**config.mk**
```make
export PLATFORM = sky130hd
export DESIGN_NAME = wake_and_bus_control_regs
export DESIGN_NICKNAME = d
export VERILOG_FILES = /design/src/wake_bus_pkg.sv /design/src/wake_and_bus_control_regs.sv
export SDC_FILE = /design/constraint.sdc
export NUM_CORES = 1
export LEC_CHECK = 0
export ABC_AREA = 0
export BUFFER_PORTS_ARGS = -buffer_cell sky130_fd_sc_hd__buf_4
export CAP_MARGIN = 0
export CORE_ASPECT_RATIO = 1.4
export CORE_UTILIZATION = 39
export DETAILED_ROUTE_END_ITERATION = 12
export GPL_TIMING_DRIVEN = 1
export PLACE_DENSITY = 0.8
export SLEW_MARGIN = 10
export SYNTH_ARGS = -nofsm -noshare
export SYNTH_HDL_FRONTEND = slang
export SYNTH_SLANG_ARGS = --single-unit
```
**constraint.sdc**
```tcl
create_clock -name clk_i -period 1.43 [get_ports clk_i]
set_input_delay 0 -clock clk_i [delete_from_list [all_inputs] [get_ports clk_i]]
set_output_delay 0 -clock clk_i [all_outputs]
set_load 0.02 [all_outputs]
```
**src/wake_bus_pkg.sv**
```systemverilog
// Constants for the wake and bus control register bank.
// Operation
// Reserved bits of all four registers read back as zero.
// Internal wake bit 6 enables the cyclic timer wake source.
// Bits 5:4 pick battery threshold; 00 is highest, 01 to 11 are one to three.
// Bit 2 disables the watchdog in stop mode; hardware may also update it.
// Internal wake bit 0 enables fast battery voltage monitoring.
// Power-on or soft reset loads 0x01 into both wake control registers.
// Restart clears internal wake bits 7 and 3:1, keeping the rest.
// External wake bit 0 enables the wake pin; hardware may update it.
// Restart clears external wake bits 7:1 and keeps bit 0.
// Fail-safe entry forces the external wake register to 0x01.
// Pull field 1:0 selects none, pull-down, pull-up or automatic switching.
// Restart clears pull register bits 7:2 and keeps the pull field.
// Bus register bits 4:3 and 1:0 are channel modes: off, wake, receive, normal.
// Bits 7 and 6 enable flash mode, removing slew control, for channels 2 and 1.
// Restart clears bus bits 5 and 2, keeps flash, and adjusts channel modes.
// Fail-safe entry reconfigures bus and wake registers so wake-up stays possible.
// The other stop-mode watchdog bit means the same: set deactivates the watchdog.
// Writes to reserved bits have no effect and those bits stay zero.
package wake_bus_pkg;
  localparam logic [5:0] IDX_INT_WAKE = 6'h06;
  localparam logic [5:0] IDX_EXT_WAKE = 6'h07;
  localparam logic [5:0] IDX_PULL = 6'h08;
  localparam logic [5:0] IDX_BUS2 = 6'h0A;

  localparam int BIT_CYCLIC = 6;
  localparam int BIT_THR_HI = 5;
  localparam int BIT_THR_LO = 4;
  localparam int BIT_WD_HI = 2;
  localparam int BIT_FAST_MON = 0;
  localparam int BIT_WAKE_PIN = 0;
  localparam int BIT_PULL_HI = 1;
  localparam int BIT_PULL_LO = 0;
  localparam int BIT_FLASH2 = 7;
  localparam int BIT_FLASH1 = 6;
  localparam int BIT_CH2_HI = 4;
  localparam int BIT_CH2_LO = 3;
  localparam int BIT_CH1_HI = 1;
  localparam int BIT_CH1_LO = 0;

  localparam logic [7:0] WMASK_INT_WAKE = 8'h75;
  localparam logic [7:0] WMASK_EXT_WAKE = 8'h01;
  localparam logic [7:0] WMASK_PULL = 8'h03;
  localparam logic [7:0] WMASK_BUS2 = 8'hDB;

  localparam logic [7:0] RST_INT_WAKE = 8'h01;
  localparam logic [7:0] RST_EXT_WAKE = 8'h01;
  localparam logic [7:0] RST_PULL = 8'h00;
  localparam logic [7:0] RST_BUS2 = 8'h00;

  localparam logic [7:0] KEEP_INT_WAKE = 8'h71;
  localparam logic [7:0] KEEP_EXT_WAKE = 8'h01;
  localparam logic [7:0] KEEP_PULL = 8'h03;
  localparam logic [7:0] KEEP_BUS2 = 8'hC0;

  localparam logic [7:0] FAILSAFE_EXT_WAKE = 8'h01;

  localparam logic [1:0] MODE_OFF = 2'h0;
  localparam logic [1:0] MODE_WAKE = 2'h1;
  localparam logic [1:0] MODE_RX_ONLY = 2'h2;
  localparam logic [1:0] MODE_NORMAL = 2'h3;
endpackage

```
**src/wake_and_bus_control_regs.sv**
```systemverilog
// Wishbone register bank for wake sources, battery monitor and two bus channels.
//
// Decided for this implementation: the Wishbone interface to the registers.
module wake_and_bus_control_regs (
  input wire logic clk_i,
  input wire logic rst_i,
  input wire logic cyc_i,
  input wire logic stb_i,
  input wire logic we_i,
  input wire logic [7:0] adr_i,
  input wire logic [3:0] sel_i,
  input wire logic [31:0] dat_i,
  output logic [31:0] dat_o,
  output logic ack_o,
  input wire logic soft_reset_i,
  input wire logic restart_entry_i,
  input wire logic failsafe_entry_i,
  input wire logic hw_wd_stop_wr_i,
  input wire logic hw_wd_stop_val_i,
  input wire logic hw_wake_pin_wr_i,
  input wire logic hw_wake_pin_val_i,
  input wire logic hw_mode_wr_i,
  input wire logic [1:0] hw_channel1_mode_i,
  input wire logic [1:0] hw_channel2_mode_i,
  input wire logic watchdog_stop_disable_lo_i,
  output logic cyclic_wake_enable_o,
  output logic [1:0] battery_threshold_select_o,
  output logic watchdog_stop_disable_hi_o,
  output logic watchdog_stop_off_o,
  output logic fast_battery_monitor_enable_o,
  output logic high_voltage_wake_pin_enable_o,
  output logic [1:0] wake_pin_pull_select_o,
  output logic [1:0] channel1_mode_o,
  output logic [1:0] channel2_mode_o,
  output logic channel1_flash_o,
  output logic channel2_flash_o
);

  logic [7:0] int_wake;
  logic [7:0] ext_wake;
  logic [7:0] pull_ctrl;
  logic [7:0] bus2;
  logic ack;
  logic [5:0] idx;
  logic wr_en;
  logic wr_int;
  logic wr_ext;
  logic wr_pull;
  logic wr_bus2;
  logic init;
  logic [7:0] next_bus2;

  // A channel that was running falls back to wake capable; an off channel stays off.
  function automatic logic [1:0] mode_on_restart(input logic [1:0] mode);
    mode_on_restart = (mode == wake_bus_pkg::MODE_OFF) ? wake_bus_pkg::MODE_OFF
                                                       : wake_bus_pkg::MODE_WAKE;
  endfunction

  // Software value merged under the writable mask, so reserved bits stay zero.
  function automatic logic [7:0] merge(input logic [7:0] old, input logic [7:0] data,
                                       input logic [7:0] wmask);
    merge = (old & ~wmask) | (data & wmask);
  endfunction

  assign idx = adr_i[7:2];
  assign init = rst_i | soft_reset_i;
  // A write takes effect on the edge where the master sees ack high.
  assign wr_en = cyc_i & stb_i & we_i & ack & sel_i[0];
  assign wr_int = wr_en & (idx == wake_bus_pkg::IDX_INT_WAKE);
  assign wr_ext = wr_en & (idx == wake_bus_pkg::IDX_EXT_WAKE);
  assign wr_pull = wr_en & (idx == wake_bus_pkg::IDX_PULL);
  assign wr_bus2 = wr_en & (idx == wake_bus_pkg::IDX_BUS2);

  always_ff @(posedge clk_i) begin
    if (rst_i) begin
      ack <= 1'b0;
    end else begin
      ack <= cyc_i & stb_i & ~ack;
    end
  end

  assign ack_o = ack;

  // Unmapped addresses answer with zero data; reserved bits are never stored.
  always_ff @(posedge clk_i) begin
    if (rst_i) begin
      dat_o <= 32'h0000_0000;
    end else if (cyc_i & stb_i & ~ack) begin
      unique case (idx)
        wake_bus_pkg::IDX_INT_WAKE: dat_o <= {24'h00_0000, int_wake};
        wake_bus_pkg::IDX_EXT_WAKE: dat_o <= {24'h00_0000, ext_wake};
        wake_bus_pkg::IDX_PULL: dat_o <= {24'h00_0000, pull_ctrl};
        wake_bus_pkg::IDX_BUS2: dat_o <= {24'h00_0000, bus2};
        default: dat_o <= 32'h0000_0000;
      endcase
    end
  end

  always_ff @(posedge clk_i) begin
    if (init) begin
      int_wake <= wake_bus_pkg::RST_INT_WAKE;
    end else if (restart_entry_i) begin
      int_wake <= int_wake & wake_bus_pkg::KEEP_INT_WAKE;
    end else begin
      if (wr_int) begin
        int_wake <= merge(int_wake, dat_i[7:0], wake_bus_pkg::WMASK_INT_WAKE);
      end
      if (hw_wd_stop_wr_i) begin
        int_wake[wake_bus_pkg::BIT_WD_HI] <= hw_wd_stop_val_i;
      end
    end
  end

  always_ff @(posedge clk_i) begin
    if (init) begin
      ext_wake <= wake_bus_pkg::RST_EXT_WAKE;
    end else if (failsafe_entry_i) begin
      ext_wake <= wake_bus_pkg::FAILSAFE_EXT_WAKE;
    end else if (restart_entry_i) begin
      ext_wake <= ext_wake & wake_bus_pkg::KEEP_EXT_WAKE;
    end else if (hw_wake_pin_wr_i) begin
      ext_wake[wake_bus_pkg::BIT_WAKE_PIN] <= hw_wake_pin_val_i;
    end else if (wr_ext) begin
      ext_wake <= merge(ext_wake, dat_i[7:0], wake_bus_pkg::WMASK_EXT_WAKE);
    end
  end

  always_ff @(posedge clk_i) begin
    if (init) begin
      pull_ctrl <= wake_bus_pkg::RST_PULL;
    end else if (restart_entry_i) begin
      pull_ctrl <= pull_ctrl & wake_bus_pkg::KEEP_PULL;
    end else if (wr_pull) begin
      pull_ctrl <= merge(pull_ctrl, dat_i[7:0], wake_bus_pkg::WMASK_PULL);
    end
  end

  always_comb begin
    next_bus2 = bus2;
    if (restart_entry_i) begin
      next_bus2 = bus2 & wake_bus_pkg::KEEP_BUS2;
      next_bus2[wake_bus_pkg::BIT_CH2_HI:wake_bus_pkg::BIT_CH2_LO] =
        mode_on_restart(bus2[wake_bus_pkg::BIT_CH2_HI:wake_bus_pkg::BIT_CH2_LO]);
      next_bus2[wake_bus_pkg::BIT_CH1_HI:wake_bus_pkg::BIT_CH1_LO] =
        mode_on_restart(bus2[wake_bus_pkg::BIT_CH1_HI:wake_bus_pkg::BIT_CH1_LO]);
    end else if (hw_mode_wr_i) begin
      next_bus2[wake_bus_pkg::BIT_CH2_HI:wake_bus_pkg::BIT_CH2_LO] = hw_channel2_mode_i;
      next_bus2[wake_bus_pkg::BIT_CH1_HI:wake_bus_pkg::BIT_CH1_LO] = hw_channel1_mode_i;
    end else if (wr_bus2) begin
      next_bus2 = merge(bus2, dat_i[7:0], wake_bus_pkg::WMASK_BUS2);
    end
  end

  always_ff @(posedge clk_i) begin
    if (init) begin
      bus2 <= wake_bus_pkg::RST_BUS2;
    end else if (failsafe_entry_i) begin
      // Both channels are left wake capable so a bus wake-up stays possible.
      bus2 <= (bus2 & wake_bus_pkg::KEEP_BUS2)
              | {3'h0, wake_bus_pkg::MODE_WAKE, 1'b0, wake_bus_pkg::MODE_WAKE};
    end else begin
      bus2 <= next_bus2;
    end
  end

  assign cyclic_wake_enable_o = int_wake[wake_bus_pkg::BIT_CYCLIC];
  assign battery_threshold_select_o =
    int_wake[wake_bus_pkg::BIT_THR_HI:wake_bus_pkg::BIT_THR_LO];
  assign watchdog_stop_disable_hi_o = int_wake[wake_bus_pkg::BIT_WD_HI];
  // Either stop-mode bit set deactivates the watchdog in stop mode.
  assign watchdog_stop_off_o = watchdog_stop_disable_lo_i
                               | int_wake[wake_bus_pkg::BIT_WD_HI];
  assign fast_battery_monitor_enable_o = int_wake[wake_bus_pkg::BIT_FAST_MON];
  assign high_voltage_wake_pin_enable_o = ext_wake[wake_bus_pkg::BIT_WAKE_PIN];
  assign wake_pin_pull_select_o =
    pull_ctrl[wake_bus_pkg::BIT_PULL_HI:wake_bus_pkg::BIT_PULL_LO];
  assign channel2_mode_o = bus2[wake_bus_pkg::BIT_CH2_HI:wake_bus_pkg::BIT_CH2_LO];
  assign channel1_mode_o = bus2[wake_bus_pkg::BIT_CH1_HI:wake_bus_pkg::BIT_CH1_LO];
  assign channel2_flash_o = bus2[wake_bus_pkg::BIT_FLASH2];
  assign channel1_flash_o = bus2[wake_bus_pkg::BIT_FLASH1];

  property p_reserved_zero;
    @(posedge clk_i) disable iff (rst_i)
      ((int_wake & ~wake_bus_pkg::WMASK_INT_WAKE) == 8'h00)
      && ((ext_wake & ~wake_bus_pkg::WMASK_EXT_WAKE) == 8'h00)
      && ((pull_ctrl & ~wake_bus_pkg::WMASK_PULL) == 8'h00)
      && ((bus2 & ~wake_bus_pkg::WMASK_BUS2) == 8'h00);
  endproperty
  a_reserved_zero: assert property (p_reserved_zero)
    else $error("Reserved bit holds a one.");

  property p_ack_timing;
    @(posedge clk_i) disable iff (rst_i)
      (cyc_i && stb_i && !ack_o) |=> ack_o ##1 !ack_o;
  endproperty
  a_ack_timing: assert property (p_ack_timing)
    else $error("Bus answer not given for exactly one cycle.");

  property p_soft_reset_load;
    @(posedge clk_i) disable iff (rst_i)
      soft_reset_i |=> (int_wake == 8'h01) && (ext_wake == 8'h01)
                       && fast_battery_monitor_enable_o && high_voltage_wake_pin_enable_o;
  endproperty
  a_soft_reset_load: assert property (p_soft_reset_load)
    else $error("Soft reset did not load the wake defaults.");

  property p_restart_int;
    @(posedge clk_i) disable iff (rst_i)
      (restart_entry_i && !soft_reset_i)
      |=> (int_wake == ($past(int_wake) & 8'h71));
  endproperty
  a_restart_int: assert property (p_restart_int)
    else $error("Restart left wrong internal wake bits.");

  property p_restart_ext;
    @(posedge clk_i) disable iff (rst_i)
      (restart_entry_i && !soft_reset_i && !failsafe_entry_i)
      |=> (ext_wake[7:1] == 7'h00) && (ext_wake[0] == $past(ext_wake[0]));
  endproperty
  a_restart_ext: assert property (p_restart_ext)
    else $error("Restart changed the wake pin enable.");

  property p_failsafe_ext;
    @(posedge clk_i) disable iff (rst_i)
      (failsafe_entry_i && !soft_reset_i) |=> (ext_wake == 8'h01);
  endproperty
  a_failsafe_ext: assert property (p_failsafe_ext)
    else $error("Fail-safe entry did not force wake pin enable.");

  property p_restart_pull;
    @(posedge clk_i) disable iff (rst_i)
      (restart_entry_i && !soft_reset_i)
      |=> $stable(wake_pin_pull_select_o);
  endproperty
  a_restart_pull: assert property (p_restart_pull)
    else $error("Restart changed the pull selection.");

  property p_restart_bus2;
    @(posedge clk_i) disable iff (rst_i)
      (restart_entry_i && !soft_reset_i && !failsafe_entry_i)
      |=> $stable(channel1_flash_o) && $stable(channel2_flash_o)
          && (channel1_mode_o != 2'h2) && (channel1_mode_o != 2'h3)
          && (channel2_mode_o != 2'h2) && (channel2_mode_o != 2'h3);
  endproperty
  a_restart_bus2: assert property (p_restart_bus2)
    else $error("Restart left a channel active or changed flash.");

  property p_failsafe_bus;
    @(posedge clk_i) disable iff (rst_i)
      (failsafe_entry_i && !soft_reset_i)
      |=> (channel1_mode_o == 2'h1) && (channel2_mode_o == 2'h1);
  endproperty
  a_failsafe_bus: assert property (p_failsafe_bus)
    else $error("Fail-safe entry did not leave channels wake capable.");

  property p_hw_wd_stop;
    @(posedge clk_i) disable iff (rst_i)
      (hw_wd_stop_wr_i && !soft_reset_i && !restart_entry_i)
      |=> (watchdog_stop_disable_hi_o == $past(hw_wd_stop_val_i))
          && (watchdog_stop_off_o || !watchdog_stop_disable_hi_o);
  endproperty
  a_hw_wd_stop: assert property (p_hw_wd_stop)
    else $error("Hardware update of the stop-mode bit lost.");

  property p_write_bus2;
    @(posedge clk_i) disable iff (rst_i)
      (wr_bus2 && !soft_reset_i && !restart_entry_i && !failsafe_entry_i
       && !hw_mode_wr_i)
      |=> (bus2 == ($past(dat_i[7:0]) & 8'hDB)) && !ack_o;
  endproperty
  a_write_bus2: assert property (p_write_bus2)
    else $error("Bus control write not stored.");

  property p_read_int;
    @(posedge clk_i) disable iff (rst_i)
      (cyc_i && stb_i && !ack_o && (idx == wake_bus_pkg::IDX_INT_WAKE))
      |=> (dat_o[7:0] == $past(int_wake)) && (dat_o[31:8] == 24'h00_0000);
  endproperty
  a_read_int: assert property (p_read_int)
    else $error("Internal wake read returned wrong data.");

  property p_write_int;
    @(posedge clk_i) disable iff (rst_i)
      (wr_int && !soft_reset_i && !restart_entry_i && !hw_wd_stop_wr_i)
      |=> (int_wake == ($past(dat_i[7:0]) & wake_bus_pkg::WMASK_INT_WAKE));
  endproperty
  a_write_int: assert property (p_write_int)
    else $error("Internal wake write not stored under its mask.");

  property p_write_ext;
    @(posedge clk_i) disable iff (rst_i)
      (wr_ext && !soft_reset_i && !failsafe_entry_i && !restart_entry_i && !hw_wake_pin_wr_i)
      |=> (ext_wake == ($past(dat_i[7:0]) & wake_bus_pkg::WMASK_EXT_WAKE));
  endproperty
  a_write_ext: assert property (p_write_ext)
    else $error("External wake write not stored under its mask.");

  property p_write_pull;
    @(posedge clk_i) disable iff (rst_i)
      (wr_pull && !soft_reset_i && !restart_entry_i)
      |=> (wake_pin_pull_select_o == $past(dat_i[1:0]))
          && (pull_ctrl[7:2] == 6'h00);
  endproperty
  a_write_pull: assert property (p_write_pull)
    else $error("Pull selection write not stored.");

  property p_hw_wake_pin;
    @(posedge clk_i) disable iff (rst_i)
      (hw_wake_pin_wr_i && !soft_reset_i && !failsafe_entry_i && !restart_entry_i)
      |=> (high_voltage_wake_pin_enable_o == $past(hw_wake_pin_val_i));
  endproperty
  a_hw_wake_pin: assert property (p_hw_wake_pin)
    else $error("Hardware update of the wake pin enable lost.");

  property p_hw_mode;
    @(posedge clk_i) disable iff (rst_i)
      (hw_mode_wr_i && !soft_reset_i && !failsafe_entry_i && !restart_entry_i)
      |=> (channel1_mode_o == $past(hw_channel1_mode_i))
          && (channel2_mode_o == $past(hw_channel2_mode_i));
  endproperty
  a_hw_mode: assert property (p_hw_mode)
    else $error("Hardware update of a channel mode lost.");

  property p_restart_modes;
    @(posedge clk_i) disable iff (rst_i)
      (restart_entry_i && !soft_reset_i && !failsafe_entry_i)
      |=> (channel1_mode_o == (($past(channel1_mode_o) == 2'h0) ? 2'h0 : 2'h1))
          && (channel2_mode_o == (($past(channel2_mode_o) == 2'h0) ? 2'h0 : 2'h1));
  endproperty
  a_restart_modes: assert property (p_restart_modes)
    else $error("Restart gave a channel the wrong mode.");

  property p_failsafe_flash;
    @(posedge clk_i) disable iff (rst_i)
      (failsafe_entry_i && !soft_reset_i)
      |=> $stable(channel1_flash_o) && $stable(channel2_flash_o);
  endproperty
  a_failsafe_flash: assert property (p_failsafe_flash)
    else $error("Fail-safe entry changed a flash mode bit.");

  property p_soft_reset_rest;
    @(posedge clk_i) disable iff (rst_i)
      soft_reset_i |=> (pull_ctrl == wake_bus_pkg::RST_PULL)
                       && (bus2 == wake_bus_pkg::RST_BUS2);
  endproperty
  a_soft_reset_rest: assert property (p_soft_reset_rest)
    else $error("Soft reset did not clear pull and bus control.");

  property p_ack_asked;
    @(posedge clk_i) disable iff (rst_i)
      ack_o |-> $past(cyc_i) && $past(stb_i);
  endproperty
  a_ack_asked: assert property (p_ack_asked)
    else $error("Bus answer given without a request.");

endmodule

```
==> results of run 1 <==
==> worst max path at each step <==
stage / from / end / slack, ps / cells past startpoint
2_1_floorplan: ack_o / bus2[6] / 80 / 4
3_3_place_gp: ack_o / bus2[0] / 70 / 4
3_5_place_dp: ack_o / bus2[6] / 50 / 4
4_1_cts: ack_o / bus2[6] / 30 / 4
5_1_grt: ack_o / int_wake[0] / 4 / 4
6_report: restart_entry_i / bus2[6] / 100 / 5
==> power by group through the flow <==
stage | logic, mW | registers (mW) | clock network (mW)
2_1_floorplan | 0.173 | 0.674 | 0
6_report | 0.264 | 0.653 | 0.411
4_1_cts | 0.261 | 0.653 | 0.414
5_1_grt | 0.288 | 0.655 | 0.443
3_3_place_gp | 0.241 | 0.668 | 0
3_5_place_dp | 0.243 | 0.668 | 0
==> layout make-up <==
class                           count  area share
Timing Repair Buffer               65      0.2745
Inverter                            2    0.004057
Multi-Input combinational cell    136      0.4212
Tap cell                           40     0.02705
Clock buffer                        4     0.02434
Sequential cell                    23      0.2488
==> kinds of logic after synthesis <==
group | after synthesis | share of synthesized area
AO/OA/AOI/OAI | 46 | 0.2017
other | 1 | 0.002760
buffers and inverters | 32 | 0.1584
flip-flops | 23 | 0.3389
AND/OR/NAND/NOR | 63 | 0.2763
multiplexers | 3 | 0.02210
==> per-layer routing <==
| layer | GRT usage | vias up | wire length, um |
|---|---|---|---|
| met5 | 0 | - | 0 |
| met4 | 0.09009 | 0 | 78 |
| met3 | 0.02335 | 10 | 255 |
| met2 | 0.3533 | 71 | 1814 |
| met1 | 0.2272 | 642 | 1315 |
| li1 | - | 685 | - |
==> cell usage in the layout, fill, tap and decap left out, types with 2 or more instances in the layout <==
master          n
o21ai_0        12
dlygate4sd3_1   8
nand3_1        11
mux2i_1         3
or2_2           2
nor2b_1         3
clkbuf_8        3
dfxtp_1        23
o21ai_1         8
inv_1           2
nor3_1          2
a21oi_1        12
nand3b_1        5
a22oi_1         3
nand2_1        14
a221oi_1        3
o31ai_1         2
and4_1          2
and2_1          2
buf_4          57
o211ai_1        2
nor2_1          9
conb_1         24
==> per-stage QoR <==
stage          worst slack, ps  utilization  instance area (um2)
3_5_place_dp             54.69       0.5125                 1715
3_3_place_gp             71.19       0.5125                 1715
4_1_cts                  32.78       0.5499                 1841
5_1_grt                  4.170       0.5529                 1851
2_1_floorplan            79.26            -                 1445
6_report                 102.8       0.5529                 1851
==> critical path: cells and delay by family <==
family	cells	cell delay [ps]
compound gates	2	290
buf+inv	2	710
simple gates	1	470
==> registers in the layout (all words and copies together) (netlist names) <==
name,count
ack_o,1
dat_o,8
pull_ctrl,2
int_wake,5
bus2,6
ext_wake,1
==> repair_timing <==
item | CTS | global route
hold buffers | 8 | 0
endpoints found under the hold margin | 12 | 0
gates resized for setup | 0 | 6
endpoints found under the setup margin | 0 | 7
==> reports/results.tsv, run 1 <==
metric	value	unit
First-pass DRT Iterations	4	
Reg2Reg Depth	4	
r2r setup slk	110	ps
Placer Congestion	0.8388	
crit path launch type	primary input	
total power	1.328	mW
DR WL/cell	12.83	um
hold path depth	3	
P&R area growth vs syn	36.19	%
Syn Inst Count	168	
Storage cell area	460.4	um2
CTS tree	built	
maximum VDD drop	0.5435	mV
Synth top area share	0.3389	
vias in the first global route	1301	
min-delay worst type	primary input to register	
Reg power frac	0.492	
Int Power	955.6	uW
Yosys warnings	0	
layout cell share with drive strength beyond 1	0.2913	
DP Wirelength	2.737	mm
placed cells	258	
CP max FO	11	
Worst R2R End	bus2[6]	
Max Slew Vio Count	0	
routed vias/inst	5.215	
CP cell instances	dlygate4sd3_1, buf_4, or3_1, o211ai_1, o31ai_1	
drc violations	0	
leading area contributor after synthesis	dfxtp_1	
count of final setup violators	0	
Worst Hold Slack	4.646	ps
Clock Pin Slew Worst Setup and Hold Paths	90	ps
postcts setup bufs	0	
Avg Cell Area, Syn	8.088	um2
period utilisation layout	0.9281	
P_sw	371.9	uW
Final Critical Period	1327	ps
fmax	0.7535	GHz
Die X	51.89	um
status	complete, no violations	
# clock sinks	23	
Layout Cells excl Fill	270	
Netlist cell types	40	
PwrDens	717.4	nW/um2
sequential share of the synthesized area	0.3389	
Netlist Area Pre-Place	1359	um2
Final Skew	6.117	ps
footprint of the multi-input gates	779.5	um2
predominant post-synthesis flop cell	dfxtp_1	
total track usage	0.1980	
antenna fix cells	0	
1st-iter DRT viols	37	
Required @ worst endpoint	1580	ps
CTS Buf Count	3	
CTS max path bufs	2	
crit path kind	primary input to register	
Synth async-reset ratio	0	
GRT Residual Overflow	0	
largest net degree at the start of global routing	13	
Switching Share	0.2802	
Fill cells	318	
Reg2Reg Launch Point	ack_o	
dominant cells by area after synthesis	dfxtp_1, buf_4, o21ai_0	
I/O pin total	110	
Setup crit end kind	register	
Root Buffer	clkbuf_8	
Setup TNS	0	ps
total die area	3727	um2
Max stage delay on crit path	540	ps
most common cell in the netlist	buf_4	
slowest CP cell	dlygate4sd3_1	
initial antenna violation count	0	
Vias	1408	
number of synthesized flops with an enable pin	0	
leakage	0.7828	nW
Hold EP	int_wake[2]	
RSZ-0062 raised after global routing	no	
layout net count	293	
Hold Crit Start	hw_wd_stop_wr_i	
Hold Fails Final Rpt	0	
row count	25	
Post-Route WL	3.463	mm
Worst-Skew Late Latency	270	ps
Core Area	3347	um2
htree depth	1	
chip height	71.84	um
Post-synth top cells	buf_4, dfxtp_1, o21ai_0, nand2_1, a21oi_1	
Max Cap Viol	0	
number of synthesized register bits	23	
first-pass GRT wire length	5.644	mm
initial core utilization	0.4060	
Clock power frac	0.309	
Gate power share	0.199	
DRT antenna net count	0	
IO buf count	56	
CP arrival	1480	ps
(Power assumes the default switching activity.)
==> inputs of run 2 (changes only) <==
Settings changed: HOLD_SLACK_MARGIN set to 0.06.
==> run 2 against run 1 <==
Compared with the run above:
- clock skew shrank 0.86 ps
- first-iteration DRC count shrank 8.1%
- clock power about the same
- routed wire length grew 5.7%
- clock-buffer cell count did not move
- critical endpoint unchanged
- cell count up 4.1%
- non-clock buffer count grew 11
==> reports/results.tsv, run 2 (same netlist as run 1, synthesis figures left out) <==
metric	value	unit	change
routed vias/inst	5.235		+0.38%
DP Wirelength	2.737	mm	unchanged
initial core utilization	0.4060		unchanged
total die area	3727	um2	unchanged
layout cell share with drive strength beyond 1	0.2739		-0.01745
CTS max path bufs	2		unchanged
drc violations	0		unchanged
First-pass DRT Iterations	4		unchanged
Worst Hold Slack	62.77	ps	+58.12 ps
Fill cells	305		-4.1%
CP max FO	11		unchanged
Required @ worst endpoint	1580	ps	about the same
maximum VDD drop	0.5656	mV	+4.1%
Storage cell area	460.4	um2	unchanged
P&R area growth vs syn	44.20	%	
layout net count	304		+3.8%
Layout Utilization	0.5854		+0.03252
Setup crit end kind	register		
Worst-Skew Late Latency	270	ps	about the same
Hold Fails Final Rpt	0		unchanged
vias in the first global route	1394		+7.1%
Critical Path Start	restart_entry_i		
cell area after layout	1959	um2	+5.9%
htree depth	1		unchanged
1st-iter DRT viols	34		-8.1%
status	complete, no violations		
Hold Crit Start	rst_i		
Final Critical Period	1326	ps	-1.414 ps
initial antenna violation count	0		unchanged
period utilisation layout	0.9271		-0.0009888
IO buf count	56		unchanged
Placed Area	1715	um2	unchanged
r2r setup slk	110	ps	about the same
slowest CP cell	dlygate4sd3_1		
Clock Pin Slew Worst Setup and Hold Paths	80	ps	about the same
Max Slew Vio Count	0		unchanged
first-pass GRT wire length	5.913	mm	+4.8%
top flop regs	dat_o (8), bus2 (6), int_wake (5)		
CTS tree	built		
chip height	71.84	um	unchanged
CP arrival	1480	ps	about the same
Final Skew	5.262	ps	-0.8554 ps
postcts setup bufs	0		unchanged
# clock sinks	23		unchanged
DRT antenna net count	0		unchanged
CP cell instances	dlygate4sd3_1, buf_4, or3_1, o211ai_1, o31ai_1		
leakage	0.8294	nW	+5.9%
GRT Residual Overflow	0		unchanged
max FFs per register	8		unchanged
Root Buffer	clkbuf_8		
PwrDens	690.1	nW/um2	-3.8%
total track usage	0.2074		+0.009410
Die X	51.89	um	unchanged
CTS Buf Count	3		unchanged
Vias	1471		+4.5%
row count	25		unchanged
Largest Register	dat_o		
Reg2Reg Launch Point	ack_o		
I/O pin total	110		unchanged
commonest cells after routing, fill and taps aside	buf_4, conb_1, dfxtp_1		
crit path kind	primary input to register		
Max Cap Viol	0		unchanged
footprint of the multi-input gates	778.2	um2	-0.16%
fmax	0.7543	GHz	+0.11%
Max stage delay on crit path	540	ps	about the same
antenna fix cells	0		unchanged
DR WL/cell	13.02	um	+1.5%
min-delay worst type	primary input to register		
largest net degree at the start of global routing	13		unchanged
crit path launch type	primary input		
Core Area	3347	um2	unchanged
total power	1.352	mW	+1.9%
Placer Congestion	0.8388		unchanged
count of final setup violators	0		unchanged
Post-Route WL	3.659	mm	+5.7%
most common cell after layout, fill and taps aside	buf_4		
run 2: cell count changes in the layout (fill, tap and decap cells not counted), sizes merged:
cell	previous run	this run
dlygate4sd3	8	19
run 2: power breakdown:
| part | switching, mW | internal, mW |
|---|---|---|
| logic | 0.159 | 0.130 |
| clock network | 0.211 | 0.199 |
| registers | 0.00710 | 0.646 |
run 2: final timing paths:
kind,endpoint,cells past startpoint
min,dat_o[0],4
min reg2reg,dat_o[0],2
max reg2reg,int_wake[0],4
max,bus2[6],5
run 2: metrics by stage:
stage,TNS [ps],std cells,worst slack (ps)
2_1_floorplan,0,191,79.26
3_3_place_gp,0,258,71.19
3_5_place_dp,0,258,54.69
4_1_cts,0,281,32.78
5_1_grt,-0.9744,281,-0.9744
6_report,0,281,104.2
run 2: what timing repair did:
item,CTS,global route
hold buffers,19,0
resized for setup,0,5
setup endpoints to repair,0,7
hold endpoints to repair,17,0
run 2: layout make-up:
cell class                      instances  area share
Tap cell                               40     0.02554
Sequential cell                        23      0.2350
Timing Repair Buffer                   76      0.3155
Inverter                                2    0.003831
Clock buffer                            4     0.02299
Multi-Input combinational cell        136      0.3972
run 2: routing by layer:
| metal | wire (um) | GRT usage | share of wire |
|---|---|---|---|
| met5 | 0 | 0 | 0 |
| met4 | 87 | 0.09610 | 0.024 |
| met3 | 244 | 0.02548 | 0.067 |
| met2 | 1945 | 0.3818 | 0.53 |
| met1 | 1382 | 0.2258 | 0.38 |
run 2: critical path, delay by kind of cell:
kind / cells / cell delay (ps)
AOI/OAI and AO/OA: 2 / 290
buffers and inverters: 2 / 710
and+or+nand+nor: 1 / 470
==> inputs of run 3 (changes only) <==
Settings changed: CORE_UTILIZATION 39 to 35, PLACE_DENSITY 0.8 to 0.73.
==> run 3 against run 2 <==
Compared with the run above:
- critical path depth is the same
- setup slack worse by 12 ps
- clock-buffer cell count is 1 lower
- hold slack better by 14 ps
- clock power fell by 1%
- largest power group unchanged
==> reports/results.tsv, run 3 (same netlist as run 1, synthesis figures left out) <==
metric	value	unit	change
met1 Usage GRT	0.2142		-0.01165
1st-iter DRT viols	45		+32%
Buf/Inv on CP	2		unchanged
Setup crit end kind	register		
crit path launch type	primary input		
total track usage	0.1998		-0.007602
met3 Use GR	0.03194		+0.006458
DRT antenna net count	0		unchanged
Largest Register	dat_o		
PnR worst setup slack	92.69	ps	-11.51 ps
Int Power	968.7	uW	-0.66%
slowest CP cell	dlygate4sd3_1		
top flop regs	dat_o (8), bus2 (6), int_wake (5)		
Final Critical Period	1337	ps	+11.51 ps
Required @ worst endpoint	1580	ps	about the same
CTS max path bufs	2		unchanged
Root Buffer	clkbuf_8		
largest delay contributor family on the critical path	buffers and inverters		
row count	26		+4.0%
chip height	75.73	um	+5.4%
largest net degree at the start of global routing	14		+1
First-pass DRT Iterations	4		unchanged
antenna fix cells	0		unchanged
status	complete, no violations		
DR WL/cell	13.54	um	+3.9%
min-delay worst type	primary input to register		
Hold Fails Final Rpt	0		unchanged
Die X	54.66	um	+5.3%
routed vias/inst	5.046		-3.6%
Placed Area	1733	um2	+1.0%
P&R area growth vs syn	43.55	%	
Max Cap Viol	0		unchanged
Post-Route WL	3.817	mm	+4.3%
Clock power frac	0.300		-0.003
maximum VDD drop	0.4107	mV	-27%
Max stage delay on crit path	540	ps	about the same
drc violations	0		unchanged
CTS tree	built		
Worst-Skew Late Latency	260	ps	about the same
Setup TNS	0	ps	unchanged
Final Skew	2.947	ps	-2.315 ps
cell area after layout	1951	um2	-0.45%
Gate power share	0.214		about the same
GRT Residual Overflow	0		unchanged
Vias	1423		-3.3%
layout net count	303		-0.33%
CTS Buf Count	3		unchanged
P_sw	377.5	uW	+0.11%
period utilisation layout	0.9352		+0.008048
RSZ-0062 raised after global routing	yes		
most common cell after layout, fill and taps aside	buf_4		
first-pass GRT wire length	5.968	mm	+0.93%
Clock Pin Slew Worst Setup and Hold Paths	80	ps	about the same
setup slack after placement	44.63	ps	-10.06 ps
Placer Congestion	0.8037		-4.2%
vias in the first global route	1361		-2.4%
leakage	0.8291	nW	about the same
Layout Utilization	0.5306		-0.05479
Switching Share	0.2804		+0.001567
PwrDens	690.1	nW/um2	about the same
DP Wirelength	2.792	mm	+2.0%
CP cell instances	dlygate4sd3_1, buf_4, or3_1, o211ai_1, o31ai_1		
met2 Usage GRT	0.3668		-0.01497
initial core utilization	0.3696		-0.03634
# clock sinks	23		unchanged
I/O pin total	110		unchanged
CP max FO	11		unchanged
Top Usage Layer GRT	met2		
Reg power frac	0.485		+0.002
postcts setup bufs	0		unchanged
CP arrival	1480	ps	about the same
fmax	0.7478	GHz	-0.86%
Max Slew Vio Count	0		unchanged
layout cell share with drive strength beyond 1	0.2958		+0.02197
count of final setup violators	0		unchanged
IO buf count	56		unchanged
htree depth	1		unchanged
initial antenna violation count	0		unchanged
Core Area	3676	um2	+9.8%
crit path kind	primary input to register		
commonest cells after routing, fill and taps aside	buf_4, conb_1, dfxtp_1		
total die area	4139	um2	+11%
total power	1.346	mW	-0.44%
max FFs per register	8		unchanged
[run 3: power groups by stage]
stage | sequential (mW) | combinational (mW) | clock, mW
final | 0.653 | 0.289 | 0.404
after global routing | 0.655 | 0.314 | 0.449
after CTS | 0.653 | 0.284 | 0.413
after detailed placement | 0.669 | 0.248 | 0
after global placement | 0.669 | 0.245 | 0
after floorplan | 0.674 | 0.173 | 0
[run 3: worst reg2reg max path, cell delays in order (launching register included)]
cell and delay (ps):
dfxtp_1 370, and4_2 290, nand3b_1 220, o21ai_0 240, nand3_1 90
[run 3: what timing repair did]
item                                    4_1_cts  5_1_grt
hold buffers                                 16        0
endpoints found under the setup margin        0        9
gates resized for setup                       0        9
hold endpoints to repair                     17        0
[run 3: cell type report]
cell class	count	area (um2)
clock buffer	3	41.29
clock inverter	1	5.005
fill	368	1725
inverter	2	7.507
multi-input combinational	136	780.7
sequential	23	460.4
tap	42	52.55
timing repair buffer	75	603.1
[run 3: path summary, 6_finish.rpt]
check,start,endpoint,slack [ps],cells past startpoint
worst max-delay path,restart_entry_i,bus2[7],90,5
worst min-delay path,hw_wd_stop_val_i,int_wake[2],80,3
worst max register to register,ack_o,int_wake[0],120,4
worst min register to register,dat_o[2],dat_o[2],450,2
[run 3: per-stage QoR]
stage | std cells | hold WS, ps
floorplan | 191 | 139.3
global placement | 262 | 229.5
detailed placement | 262 | 234.4
CTS | 282 | 72.10
global route | 282 | 78.56
finish | 282 | 76.27
[run 3: metal layers]
layer	part of all wire	vias up	wire (um)
met5	0	-	0
met4	0.017	0	64
met1	0.39	654	1474
li1	-	702	-
met2	0.53	61	2026
met3	0.066	6	251
